**config.mk**
```make
export PLATFORM = sky130hd
export DESIGN_NAME = rps_bank
export DESIGN_NICKNAME = d
export VERILOG_FILES = /design/src/rtl/rps_pkg.sv /design/src/rtl/rps_port.sv /design/src/rtl/rps_bank.sv
export SDC_FILE = /design/constraint.sdc
export NUM_CORES = 1
export LEC_CHECK = 0
export ABC_CLOCK_PERIOD_IN_PS = 2900
export BUFFER_PORTS_ARGS = -buffer_cell sky130_fd_sc_hd__buf_2
export CAP_MARGIN = 25
export CORE_MARGIN = 1.5
export CORE_UTILIZATION = 40
export CTS_CLUSTER_DIAMETER = 100
export DETAILED_ROUTE_END_ITERATION = 8
export PLACE_DENSITY_LB_ADDON = 0.25
export SLEW_MARGIN = 25
export SYNTH_ARGS = -nofsm -noshare
export SYNTH_HDL_FRONTEND = slang
export SYNTH_SLANG_ARGS = --single-unit
export TNS_END_PERCENT = 1
```
**constraint.sdc**
```tcl
create_clock -name clk_sys_i -period 2.9 [get_ports clk_sys_i]
set_input_delay 0.29 -clock clk_sys_i [delete_from_list [all_inputs] [get_ports clk_sys_i]]
set_output_delay 0.29 -clock clk_sys_i [all_outputs]
set_load 0.005 [all_outputs]
```
**src/rtl/rps_pkg.sv**
```systemverilog
// Package with offsets, bit positions, reset values and timing for the root port status bank
package rps_pkg;

	// ==========================================================
	// Register map
	localparam logic [7:0]  RPS_OFS_PORT_BASE   = 8'h54;
	localparam logic [31:0] RPS_RESET_VALUE     = 32'h0000_0000;
	localparam int          RPS_DEFAULT_PORTS   = 2;

	// ==========================================================
	// Lower half-word status bits
	localparam int RPS_BIT_CONNECTED    = 0;
	localparam int RPS_BIT_ENABLED      = 1;
	localparam int RPS_BIT_SUSPENDED    = 2;
	localparam int RPS_BIT_OVERCURRENT  = 3;
	localparam int RPS_BIT_RESET_ACTIVE = 4;
	localparam int RPS_BIT_POWER_ON     = 8;
	localparam int RPS_BIT_SLOW_DEVICE  = 9;

	// ==========================================================
	// Upper half-word change bits
	localparam int RPS_BIT_CONNECT_CHG  = 16;
	localparam int RPS_BIT_ENABLE_CHG   = 17;
	localparam int RPS_BIT_SUSPEND_CHG  = 18;
	localparam int RPS_BIT_OVERCUR_CHG  = 19;
	localparam int RPS_BIT_RESET_CHG    = 20;

	// ==========================================================
	// Write command bits (same positions, write meaning)
	localparam int RPS_CMD_CLR_ENABLE   = 0;
	localparam int RPS_CMD_SET_ENABLE   = 1;
	localparam int RPS_CMD_SET_SUSPEND  = 2;
	localparam int RPS_CMD_CLR_SUSPEND  = 3;
	localparam int RPS_CMD_SET_RESET    = 4;
	localparam int RPS_CMD_SET_POWER    = 8;
	localparam int RPS_CMD_CLR_POWER    = 9;

	// ==========================================================
	// Timing
	localparam int RPS_CLK_MHZ          = 100;
	localparam int RPS_RESET_MS         = 10;
	localparam int RPS_RESUME_MS        = 20;
	localparam int RPS_RESYNC_MS        = 3;
	localparam int RPS_EOP_US           = 2;
	localparam int RPS_RESET_CYCLES     = RPS_RESET_MS * 1000 * RPS_CLK_MHZ;
	localparam int RPS_RESUME_CYCLES    = RPS_RESUME_MS * 1000 * RPS_CLK_MHZ;
	localparam int RPS_RESYNC_CYCLES    = RPS_RESYNC_MS * 1000 * RPS_CLK_MHZ;
	localparam int RPS_EOP_CYCLES       = RPS_EOP_US * RPS_CLK_MHZ;
	localparam int RPS_CNT_W            = 24;

endpackage : rps_pkg

```
**src/rtl/rps_port.sv**
```systemverilog
// One root hub port status register with its reset and resume sequencing
`timescale 1ns/1ps
`default_nettype none

module rps_port
	import rps_pkg::*;
#(
	parameter int RESET_CYC  = RPS_RESET_CYCLES,
	parameter int RESUME_CYC = RPS_RESUME_CYCLES,
	parameter int EOP_CYC    = RPS_EOP_CYCLES,
	parameter int RESYNC_CYC = RPS_RESYNC_CYCLES
) (
	// Clock and reset
	input  wire logic        clk_sys_i,
	input  wire logic        nrst_i,
	// Mode
	input  wire logic        per_port_oc_i,
	// Write command, already deferred past any transaction
	input  wire logic        wr_i,
	input  wire logic [31:0] wdata_i,
	// Port line conditions, already synchronised
	input  wire logic        attach_i,
	input  wire logic        slow_i,
	input  wire logic        overcur_i,
	input  wire logic        hw_disable_i,
	input  wire logic        remote_resume_i,
	// Register value and port drive requests
	output logic      [31:0] status_o,
	output logic             reset_drive_o,
	output logic             resume_drive_o
);

	// ==========================================================
	// Sequencer
	typedef enum logic [4:0] {
		RPS_IDLE   = 5'b00001,
		RPS_RESET  = 5'b00010,
		RPS_RESUME = 5'b00100,
		RPS_EOP    = 5'b01000,
		RPS_RESYNC = 5'b10000
	} rps_seq_t;

	localparam logic [RPS_CNT_W-1:0] RST_N = RPS_CNT_W'(RESET_CYC - 1);
	localparam logic [RPS_CNT_W-1:0] RSM_N = RPS_CNT_W'(RESUME_CYC - 1);
	localparam logic [RPS_CNT_W-1:0] EOP_N = RPS_CNT_W'(EOP_CYC - 1);
	localparam logic [RPS_CNT_W-1:0] SYN_N = RPS_CNT_W'(RESYNC_CYC - 1);

	rps_seq_t               seq_r, seq_nxt;
	logic [RPS_CNT_W-1:0]   cnt_r, cnt_nxt;
	logic [31:0]            st_r, st_nxt;
	logic                   att_d_r;

	always_comb begin
		logic cmd_ok;
		logic rst_done;
		logic rsm_done;
		cmd_ok   = 1'b0;
		rst_done = 1'b0;
		rsm_done = 1'b0;
		seq_nxt  = seq_r;
		cnt_nxt  = cnt_r;
		st_nxt   = st_r;
		cmd_ok   = wr_i && st_r[RPS_BIT_CONNECTED];
		// Current conditions
		st_nxt[RPS_BIT_CONNECTED]   = attach_i;
		st_nxt[RPS_BIT_SLOW_DEVICE] = attach_i & slow_i;
		if (st_r[RPS_BIT_OVERCURRENT] != overcur_i) begin
			st_nxt[RPS_BIT_OVERCURRENT] = overcur_i;
		end
		case (seq_r)
			RPS_IDLE: begin
				if (cmd_ok && wdata_i[RPS_CMD_SET_RESET]) begin
					seq_nxt = RPS_RESET;
					cnt_nxt = RST_N;
				end else if (st_r[RPS_BIT_SUSPENDED] &&
				             ((wr_i && wdata_i[RPS_CMD_CLR_SUSPEND]) || remote_resume_i)) begin
					seq_nxt = RPS_RESUME;
					cnt_nxt = RSM_N;
				end
			end
			RPS_RESET: begin
				if (cnt_r == '0) begin
					seq_nxt  = RPS_IDLE;
					rst_done = 1'b1;
				end else begin
					cnt_nxt = cnt_r - 1'b1;
				end
			end
			RPS_RESUME: begin
				if (cnt_r == '0) begin
					seq_nxt = RPS_EOP;
					cnt_nxt = EOP_N;
				end else begin
					cnt_nxt = cnt_r - 1'b1;
				end
			end
			RPS_EOP: begin
				if (cnt_r == '0) begin
					seq_nxt = RPS_RESYNC;
					cnt_nxt = SYN_N;
				end else begin
					cnt_nxt = cnt_r - 1'b1;
				end
			end
			RPS_RESYNC: begin
				if (cnt_r == '0) begin
					seq_nxt  = RPS_IDLE;
					rsm_done = 1'b1;
				end else begin
					cnt_nxt = cnt_r - 1'b1;
				end
			end
			default: begin
				seq_nxt = RPS_IDLE;
				cnt_nxt = '0;
			end
		endcase
		if (!attach_i && seq_r != RPS_IDLE) begin
			seq_nxt = RPS_IDLE;
			cnt_nxt = '0;
		end
		st_nxt[RPS_BIT_RESET_ACTIVE] = (seq_nxt == RPS_RESET);

		// Software writes to status (no enable change flag from these)
		if (cmd_ok && wdata_i[RPS_CMD_SET_ENABLE]) st_nxt[RPS_BIT_ENABLED] = 1'b1;
		if (wr_i && wdata_i[RPS_CMD_CLR_ENABLE]) st_nxt[RPS_BIT_ENABLED] = 1'b0;
		if (cmd_ok && wdata_i[RPS_CMD_SET_SUSPEND] && st_r[RPS_BIT_ENABLED]) begin
			st_nxt[RPS_BIT_SUSPENDED] = 1'b1;
		end
		if (wr_i && wdata_i[RPS_CMD_SET_POWER]) st_nxt[RPS_BIT_POWER_ON] = 1'b1;
		if (wr_i && wdata_i[RPS_CMD_CLR_POWER]) st_nxt[RPS_BIT_POWER_ON] = 1'b0;
		if (rst_done) begin
			st_nxt[RPS_BIT_ENABLED]   = 1'b1;
			st_nxt[RPS_BIT_SUSPENDED] = 1'b0;
		end
		if (rsm_done) st_nxt[RPS_BIT_SUSPENDED] = 1'b0;

		// Change flags: write one clears, hardware set wins
		st_nxt[20:16] = st_r[20:16] & ~({5{wr_i}} & wdata_i[20:16]);
		if (att_d_r != attach_i) st_nxt[RPS_BIT_CONNECT_CHG] = 1'b1;
		if (wr_i && !st_r[RPS_BIT_CONNECTED] &&
		    (wdata_i[RPS_CMD_SET_RESET] | wdata_i[RPS_CMD_SET_ENABLE] |
		     wdata_i[RPS_CMD_SET_SUSPEND])) begin
			st_nxt[RPS_BIT_CONNECT_CHG] = 1'b1;
		end
		if ((hw_disable_i || !attach_i || overcur_i) && st_r[RPS_BIT_ENABLED]) begin
			st_nxt[RPS_BIT_ENABLED]    = 1'b0;
			st_nxt[RPS_BIT_ENABLE_CHG] = 1'b1;
		end
		if (overcur_i) st_nxt[RPS_BIT_POWER_ON] = 1'b0;
		if (per_port_oc_i && st_r[RPS_BIT_OVERCURRENT] != overcur_i) begin
			st_nxt[RPS_BIT_OVERCUR_CHG] = 1'b1;
		end
		if (rsm_done) st_nxt[RPS_BIT_SUSPEND_CHG] = 1'b1;
		if (rst_done) begin
			st_nxt[RPS_BIT_RESET_CHG]   = 1'b1;
			st_nxt[RPS_BIT_SUSPEND_CHG] = 1'b0;
		end
		st_nxt[31:21] = '0;
		st_nxt[15:10] = '0;
		st_nxt[7:5]   = '0;
	end

	always_ff @(posedge clk_sys_i or negedge nrst_i) begin
		if (!nrst_i) begin
			seq_r   <= RPS_IDLE;
			cnt_r   <= '0;
			st_r    <= RPS_RESET_VALUE;
			att_d_r <= 1'b0;
		end else begin
			seq_r   <= seq_nxt;
			cnt_r   <= cnt_nxt;
			st_r    <= st_nxt;
			att_d_r <= attach_i;
		end
	end

	assign status_o       = st_r;
	assign reset_drive_o  = (seq_r == RPS_RESET);
	assign resume_drive_o = (seq_r == RPS_RESUME) || (seq_r == RPS_EOP);

endmodule : rps_port

`default_nettype wire

```
**src/rtl/rps_bank.sv**
```systemverilog
// Root hub per-port status and change register bank
`timescale 1ns/1ps
`default_nettype none

// Notes on behaviour
// Each port has a register: low half status, high half change flags.
// Number of port registers equals the advertised downstream port count.
// A write arriving during a port transaction is held until it finishes.
// Software writes zero to unused bits 31 to 21.
// Reset-done change flag, bit 20, sets when 10 ms port reset ends.
// Change flags 20 to 16 clear on writing one; zero leaves them.
// Overcurrent change flag bit 19 only meaningful with per-port reporting.
// Overcurrent change sets whenever the port overcurrent indicator changes; the port sets it only when per_port_oc_i is high.
// Suspend change, bit 18, sets after resume pulse, EOP and resync delay.
// Suspend change clears whenever reset-done change sets.
// Enable change, bit 17, sets when hardware clears port enabled.
// Software changes to port enabled never set enable change.
// Connect change, bit 16, sets on attach or detach; write one clears.
// Set-reset, set-enable or set-suspend while disconnected sets connect change.
// Bit 9 reads slow device attached; writing one clears port power.
// Port power bit 8 clears when overcurrent is detected.
// Low byte: connected, enabled, suspended, overcurrent, reset active; resets zero.
module rps_bank
	import rps_pkg::*;
#(
	parameter int NPORTS     = RPS_DEFAULT_PORTS,
	parameter int RESET_CYC  = RPS_RESET_CYCLES,
	parameter int RESUME_CYC = RPS_RESUME_CYCLES,
	parameter int EOP_CYC    = RPS_EOP_CYCLES,
	parameter int RESYNC_CYC = RPS_RESYNC_CYCLES
) (
	// Clock and reset
	input  wire logic              clk_sys_i,
	input  wire logic              nrst_i,
	// Operational register access
	input  wire logic              reg_wr_i,
	input  wire logic              reg_rd_i,
	input  wire logic [7:0]        reg_addr_i,
	input  wire logic [31:0]       reg_wdata_i,
	output logic      [31:0]       reg_rdata_o,
	// Mode
	input  wire logic              per_port_oc_i,
	// Port conditions from the line side
	input  wire logic [NPORTS-1:0] attach_i,
	input  wire logic [NPORTS-1:0] slow_i,
	input  wire logic [NPORTS-1:0] overcur_i,
	input  wire logic [NPORTS-1:0] hw_disable_i,
	input  wire logic [NPORTS-1:0] remote_resume_i,
	input  wire logic [NPORTS-1:0] busy_i,
	// Port drive requests and pending-write flags
	output logic      [NPORTS-1:0] reset_drive_o,
	output logic      [NPORTS-1:0] resume_drive_o,
	output logic      [NPORTS-1:0] write_pending_o
);

	// ==========================================================
	// Pin synchronisers
	localparam int SW = 5 * NPORTS;
	logic [SW-1:0] sy1_r, sy2_r;
	logic [NPORTS-1:0] att_s, slw_s, oc_s, dis_s, rsm_s;

	always_ff @(posedge clk_sys_i or negedge nrst_i) begin
		if (!nrst_i) begin
			sy1_r <= '0;
			sy2_r <= '0;
		end else begin
			sy1_r <= {remote_resume_i, hw_disable_i, overcur_i, slow_i, attach_i};
			sy2_r <= sy1_r;
		end
	end
	assign {rsm_s, dis_s, oc_s, slw_s, att_s} = sy2_r;

	// ==========================================================
	// Per-port registers
	logic [31:0] status_w [NPORTS];
	logic [31:0] rdata_nxt, rdata_r;

	genvar g;
	generate
		for (g = 0; g < NPORTS; g++) begin : g_port
			localparam logic [7:0] OFS = RPS_OFS_PORT_BASE + 8'(4 * g);
			logic        pend_r, pend_nxt;
			logic [31:0] pdat_r, pdat_nxt;
			logic        hit;
			logic        apply;
			logic [31:0] adat;

			assign hit = reg_wr_i && (reg_addr_i == OFS);

			// Hold a write while the port has a transaction in flight
			always_comb begin
				pend_nxt = pend_r;
				pdat_nxt = pdat_r;
				apply    = 1'b0;
				adat     = pdat_r;
				if (hit && busy_i[g]) begin
					pend_nxt = 1'b1;
					pdat_nxt = reg_wdata_i & 32'h001F_FFFF;
				end else if (hit) begin
					apply    = 1'b1;
					adat     = reg_wdata_i & 32'h001F_FFFF;
					pend_nxt = 1'b0;
				end else if (pend_r && !busy_i[g]) begin
					apply    = 1'b1;
					pend_nxt = 1'b0;
				end
			end

			always_ff @(posedge clk_sys_i or negedge nrst_i) begin
				if (!nrst_i) begin
					pend_r <= 1'b0;
					pdat_r <= '0;
				end else begin
					pend_r <= pend_nxt;
					pdat_r <= pdat_nxt;
				end
			end

			assign write_pending_o[g] = pend_r;

			rps_port #(
				.RESET_CYC  (RESET_CYC),
				.RESUME_CYC (RESUME_CYC),
				.EOP_CYC    (EOP_CYC),
				.RESYNC_CYC (RESYNC_CYC)
			) u_port (
				.clk_sys_i       (clk_sys_i),
				.nrst_i          (nrst_i),
				.per_port_oc_i   (per_port_oc_i),
				.wr_i            (apply),
				.wdata_i         (adat),
				.attach_i        (att_s[g]),
				.slow_i          (slw_s[g]),
				.overcur_i       (oc_s[g]),
				.hw_disable_i    (dis_s[g]),
				.remote_resume_i (rsm_s[g]),
				.status_o        (status_w[g]),
				.reset_drive_o   (reset_drive_o[g]),
				.resume_drive_o  (resume_drive_o[g])
			);
		end
	endgenerate

	// ==========================================================
	// Read data, registered; unmapped offsets read zero
	always_comb begin
		rdata_nxt = rdata_r;
		if (reg_rd_i) begin
			rdata_nxt = '0;
			for (int i = 0; i < NPORTS; i++) begin
				if (reg_addr_i == RPS_OFS_PORT_BASE + 8'(4 * i)) begin
					rdata_nxt = status_w[i];
				end
			end
		end
	end

	always_ff @(posedge clk_sys_i or negedge nrst_i) begin
		if (!nrst_i) begin
			rdata_r <= '0;
		end else begin
			rdata_r <= rdata_nxt;
		end
	end

	assign reg_rdata_o = rdata_r;

endmodule : rps_bank

`default_nettype wire

```
==> results.ini, run 1 <==
[run_status]
status=finished clean

[worst_hold_path]
holdCritPathClass=input port to flop

[setup_path]
r2r-end=g_port[0].u_port.cnt_r[14]
cp_cell_sequence=or3_1 > or4_4 > nor4_4 > nand3_1 > a22o_2 > nand2b_2 > o311ai_1
crit_family=simple AND/OR/NAND/NOR gates
crit_type=flop to flop
crit_cells=7
required_ps=3180
cp-endpoint=g_port[0].u_port.cnt_r[14]
ff2ff_setup_slack_ps=170
path_max_fanout=9
critPathCaptureType=flop
reg2reg_from=g_port[0].u_port.cnt_r[14]
slowest_stage=or4_4
crit_buf_inv=0
startpoint=g_port[0].u_port.cnt_r[14]
cp.arrival_ps=3010
start_kind=flop
max_stage_delay_ps=560
r2r_cells=7

[global_routing]
antenna_found_initial=0
overflow=0
grt_pass1_vias=6000
grt_pass1_wl_mm=31.0
grtUsageTotal_pct=19.8
grt_max_degree=74

[timing]
grt_setup_unrepaired=false
worst-slew-pin-transition_ps=692
max_freq_mhz=366
finClkSkew_ps=13.2
period_share_pct=94.1
hold_ws_ps=90.1
setup_viol=0
fin_crit_ps=2730
relSlewSlack_pct=53.4
hold_violations=0
slew_viol_final=0
final.setup.tns_ps=0

[yosys]
yosysMostFrequentCell=dfrtp_1
synth_top_area_share_pct=46.8
syn_area_um2=7370
ys_ff_latch=140
synth_edf_count=0
synth_top_flop_cell=dfrtp_1
syn_inst=800
synth_cell_types=70
yosys_warnings=0
synthTopCellsByArea=dfrtp_1 (47%), nor2_1 (4.6%), o21ai_0 (4.4%)
async_reset_ff_share_pct=100
ys_seq_area_share_pct=47.5
ys_top_cells_by_count=dfrtp_1 (138), nor2_1 (91), o21ai_0 (65), nand2_1 (64), a21oi_1 (60)
post_synth.cell_area_avg_um2=9.22
synth_area_leader_cell=dfrtp_1

[layout]
syn2layout_area_growth_pct=16.6
drive_above_1_share_pct=18.0
diodes=0
postLayoutCellArea_um2=8600
fin_cells=1108
layout.nets=925

[clock_network]
cts_setup_buffers=0
cts_tree=yes
clk_pin_slew_worst_paths_ps=70
cts_root_buf=clkbuf_16
cts_made_buffers=17
clock_latency_ps=420
cts_buffer_depth=2
cts_max_level=4
cts.sinks=140

[placed_design]
gp_routability_congestion=0.861
io_buffer_count=54
hpwl_mm=13.0
dp.cells=1065
place_area_um2=7890

[drt]
totalWireLength_mm=18.3
drt_iter0_drc=431
drt-pass1-iter-count=5
ant_nets=0
avgViaCountPerCell=5.52
vias=6119
drc=0
detail_route.wl_per_cell_um=16.5

[power]
peakVddDrop_mv=0.423
cellPowerDensity_nw_per_um2=609
p_leak_nw=3.88
power.total_mw=5.24

[floorplan]
dieWidth_um=139
die_y_um=139
fp.dieArea_um2=19300
design.portCount=95
initial_utilization_pct=40.9
core_area_um2=18000
num_rows=49

[flow_run]
maxCapViolCount=0

[tightest hold or removal path, cell delays in order]
cell and delay, ps:
buf_2 90, nand2_1 40, nand2_1 50
[registers in the layout, summed over array words and instances (netlist names)]
register	flops
sy2_r	10
g_port.pdat_r	24
g_port.u_port.status_o	24
reg_rdata_o	12
g_port.pend_r	2
g_port.u_port.cnt_r	48
sy1_r	10
g_port.u_port.seq_r	10
[cell families (layout without fill, tap and decap cells)]
kind of cell               after synthesis  after routing  share of synthesized area (%)
adders and majority gates                2              2                          0.339
and+or+nand+nor                        301            301                           21.0
xor gates and xnor gates                 8              8                          0.950
buffers and inverters                   82            142                           5.68
other                                    1             20                         0.0509
DFF                                    140            140                           47.5
AOI/OAI and AO/OA                      237            237                           20.1
muxes                                   29             29                           4.34
[report_power, final]
part	switching [mW]	leakage, nW	internal, mW
combinational	0.515	1.78	0.352
clock	0.976	0.287	1.16
sequential	0.146	1.81	2.09
[cells in the final DEF, fill, tap and decap left out, types with 5 or more instances in the layout]
cell / instances
nand4_1: 5
o21ai_0: 65
dfrtp_1: 138
mux2i_1: 5
o21a_1: 7
conb_1: 20
nor3_1: 33
o31ai_1: 11
a21oi_1: 60
and3_1: 12
mux2_2: 24
buf_4: 23
or3_1: 12
nor4_1: 9
inv_6: 5
nor4b_1: 6
nor2_1: 91
xor2_1: 6
or2_2: 5
a22oi_1: 14
inv_1: 19
a31oi_1: 16
nand3_1: 17
and2_1: 12
clkbuf_16: 17
inv_8: 5
dlygate4sd3_1: 11
o21ai_1: 6
nor2b_1: 8
buf_2: 53
nand2_1: 64
a21o_1: 9
[how the worst min path moves through the flow]
stage | cells past startpoint | from | slack [ps] | to
after CTS | 3 | per_port_oc_i | 70 | g_port[0].u_port.status_o[19]
after global routing | 3 | per_port_oc_i | 110 | g_port[0].u_port.status_o[19]
after global placement | 0 | sy1_r[5] | 330 | sy2_r[5]
after detailed placement | 0 | sy1_r[0] | 340 | sy2_r[0]
final | 3 | per_port_oc_i | 90 | g_port[0].u_port.status_o[19]
after floorplan | 0 | nrst_i | -6 | g_port[0].pdat_r[0]
[stage by stage]
step           utilization [%]  setup slack [ps]
2_1_floorplan                -               385
3_3_place_gp              43.8               107
3_5_place_dp              43.8              95.1
4_1_cts                   47.7               114
5_1_grt                   47.7              36.7
6_report                  47.7               171
[per-layer routing]
| metal | up-vias | GRT usage (%) | share of wire (%) |
|---|---|---|---|
| met5 | - | 0 | 0 |
| met4 | 0 | 5.43 | 1.3 |
| met1 | 2943 | 28.5 | 49 |
| met3 | 19 | 4.01 | 4.4 |
| li1 | 3012 | - | - |
| met2 | 145 | 30.5 | 45 |
[final cells by class]
cell class / count / area (µm²)
Sequential cell: 140 / 3510
Fill cell: 1741 / 9420
Tap cell: 229 / 287
Clock buffer: 17 / 425
Multi-Input combinational cell: 597 / 3530
Inverter: 19 / 71.3
Clock inverter: 15 / 165
Timing Repair Buffer: 91 / 619
[repair_timing]
action | CTS | global route
setup endpoints to repair | 0 | 6
hold buffers | 11 | 0
endpoints found under the hold margin | 79 | 0
gates resized for setup | 0 | 3
(Power assumes the default switching activity.)
==> run 2: changes to the inputs <==
Settings changed: BUFFER_PORTS_ARGS -buffer_cell sky130_fd_sc_hd__buf_2 to not set, DONT_BUFFER_PORTS set to 1.
==> run 2 against run 1 <==
The run now ends with hold timing left. Clock-buffer cell count rose by 2. Routed wire length fell by 1.3%. Utilization is 1.5 points lower. Sequential share of layout area rose by 1.4 points. Die area did not move. Clock skew is 4.0 ps lower. Critical path type unchanged. Critical endpoint is now g_port[0].u_port.cnt_r[10]. Largest power group unchanged. Highest routed layer unchanged.
==> results.ini, run 2 (synthesis gave the netlist of run 1 again) <==
[run_status]
status=finished with violations
failed_checks=hold timing

[setup_path]
critPathCaptureType=flop
startpoint=g_port[0].u_port.cnt_r[14]
required_ps=3200  ; +20 ps
path_max_fanout=20  ; +11
cp_cell_sequence=or3_1 > or4_4 > nor4_4 > nand3_1 > a22oi_1 > buf_6 > a21oi_1 > o22a_1
crit_buf_inv=1  ; +1
r2r_cells=8  ; +1
reg2reg_from=g_port[0].u_port.cnt_r[14]
max_stage_delay_ps=560  ; about the same
r2r-end=g_port[0].u_port.cnt_r[10]
crit_cells=8  ; +1
crit_family=simple AND/OR/NAND/NOR gates
slowest_stage=or4_4
start_kind=flop
ff2ff_setup_slack_ps=190  ; +20 ps
crit_type=flop to flop
cp-endpoint=g_port[0].u_port.cnt_r[10]
cp.arrival_ps=3020  ; about the same

[clock_network]
cts_root_buf=clkbuf_16
cts.sinks=140  ; unchanged
clk_pin_slew_worst_paths_ps=60  ; about the same
cts_setup_buffers=0  ; unchanged
cts_max_level=4  ; unchanged
cts_buffer_depth=2  ; unchanged
cts_tree=yes
cts_made_buffers=17  ; unchanged
clock_latency_ps=420  ; about the same

[drt]
dr_wl_met3_um=870  ; +8.2%
drt_iter0_drc=425  ; -1.4%
met1Wirelength_mm=8.78  ; -1.9%
routed.top_layer=met4
totalWireLength_mm=18.0  ; -1.3%
avgViaCountPerCell=5.68  ; +2.9%
vias=6020  ; -1.6%
ant_nets=0  ; unchanged
drt-pass1-iter-count=5  ; unchanged
detail_route.wl_per_cell_um=17.0  ; +3.3%
met2_length_mm=8.05  ; -2.5%
drc=0  ; unchanged

[flow_run]
maxCapViolCount=0  ; unchanged

[power]
peakVddDrop_mv=0.434  ; +2.8%
p_leak_nw=3.64  ; -6.2%
cellPowerDensity_nw_per_um2=605  ; -0.60%

[timing]
setup_viol=0  ; unchanged
relSlewSlack_pct=44.4  ; -9.0 points
finClkSkew_ps=9.21  ; -4.03 ps
grt_setup_unrepaired=false
slew_viol_final=0  ; unchanged
hold_ws_ps=-438  ; -528 ps
fin_crit_ps=2710  ; -15.5 ps
worst-slew-pin-transition_ps=826  ; +134 ps
hold_violations=140  ; +140
max_freq_mhz=369  ; +0.57%
period_share_pct=93.6  ; -0.53 points
final.setup.tns_ps=0  ; unchanged
fin_ws_ps=187  ; +15.5 ps

[global_routing]
overflow=0  ; unchanged
grt_pass1_wl_mm=29.6  ; -4.6%
antenna_found_initial=0  ; unchanged
grt_pass1_vias=5639  ; -6.0%
grt_max_degree=141  ; +91%
grtUsageTotal_pct=19.1  ; -0.70 points

[layout]
final_cell_mix=dfrtp_1 (138), nor2_1 (91), o21ai_0 (65)
nFillCells=1754  ; +0.75%
multiInputGateArea_um2=3530  ; +0.21%
layout.nets=876  ; -5.3%
fin_cells=1059  ; -4.4%
diodes=0  ; unchanged
fin_util_pct=46.2  ; -1.5 points
syn2layout_area_growth_pct=12.9
mostFrequentLayoutCell=dfrtp_1
drive_above_1_share_pct=12.0  ; -5.9 points
regMostFlops=g_port.u_port.cnt_r
largest_register_ff_count=48  ; unchanged
seq_area_um2=3510  ; unchanged

[worst_hold_path]
holdCritPathClass=input port to async pin

[floorplan]
die_y_um=139  ; unchanged
design.portCount=95  ; unchanged
core_area_um2=18000  ; unchanged
dieWidth_um=139  ; unchanged
fp.dieArea_um2=19300  ; unchanged
num_rows=49  ; unchanged
initial_utilization_pct=40.9  ; unchanged

[placed_design]
gp_routability_congestion=0.846  ; -1.7%
place_ws_ps=129  ; +33.4 ps
io_buffer_count=0  ; -100%
hpwl_mm=12.5  ; -3.6%
dp.cells=1009  ; -5.3%

-- run 2: cell count changes in the layout (fill, tap and decap cells not counted), moves of 2 or more --
| cell | change |
|---|---|
| clkinv_2 | +2 |
| inv_8 | -4 |
| buf_12 | -2 |
| dlygate4sd3_1 | +7 |
| buf_2 | -53 |
| clkinv_4 | +2 |
| clkinv_8 | -3 |
-- run 2: where the power goes --
| group | leakage (nW) | total, mW | switching [mW] | internal [mW] |
|---|---|---|---|---|
| clock network | 0.267 | 2.01 | 0.879 | 1.13 |
| logic | 1.56 | 0.784 | 0.455 | 0.329 |
| registers | 1.81 | 2.24 | 0.148 | 2.09 |
| total | 3.64 | 5.04 | 1.48 | 3.56 |
-- run 2: metrics by stage --
stage | power [mW] | cell area, µm²
after floorplan | 2.83 | 7440
after global placement | 3.01 | 7580
after detailed placement | 3.02 | 7580
after CTS | 5.08 | 8270
after global routing | 5.30 | 8320
final | 5.04 | 8320
-- run 2: cell type report --
type                    instances  area share [%]
inverters                      19           0.857
repair buffers                 42            4.52
clock inverters                13            1.28
flip-flops and latches        140            42.1
well taps                     229            3.44
multi-input cells             597            42.5
clock buffers                  19            5.32
-- run 2: metal layers --
metal  track usage [%]  vias up
li1                  -     2921
met1              27.2     2923
met2              28.6      153
met3              4.01       23
met4              7.35        0
met5                 0        -
-- run 2: how the worst min path moves through the flow --
stage / startpoint / to / slack [ps]
finish: nrst_i / g_port[0].u_port.cnt_r[4] / -440
global route: nrst_i / g_port[0].u_port.cnt_r[1] / -460
CTS: nrst_i / g_port[0].u_port.cnt_r[1] / -450
detailed placement: nrst_i / g_port[0].u_port.cnt_r[1] / -1
global placement: nrst_i / g_port[0].u_port.cnt_r[1] / -1
floorplan: nrst_i / g_port[0].pdat_r[0] / -6
-- run 2: worst register-to-register path: stages, from the launching register on --
cell	delay, ps
dfrtp_1	420
or3_1	470
or4_4	560
nor4_4	290
nand3_1	140
a22oi_1	260
buf_6	220
a21oi_1	60
o22a_1	170
-- run 2: repair_timing --
| item | CTS | global route |
|---|---|---|
| gates resized for setup | 0 | 4 |
| setup endpoints to repair | 0 | 10 |
| endpoints found under the hold margin | 166 | 144 |
| hold buffers | 14 | 4 |
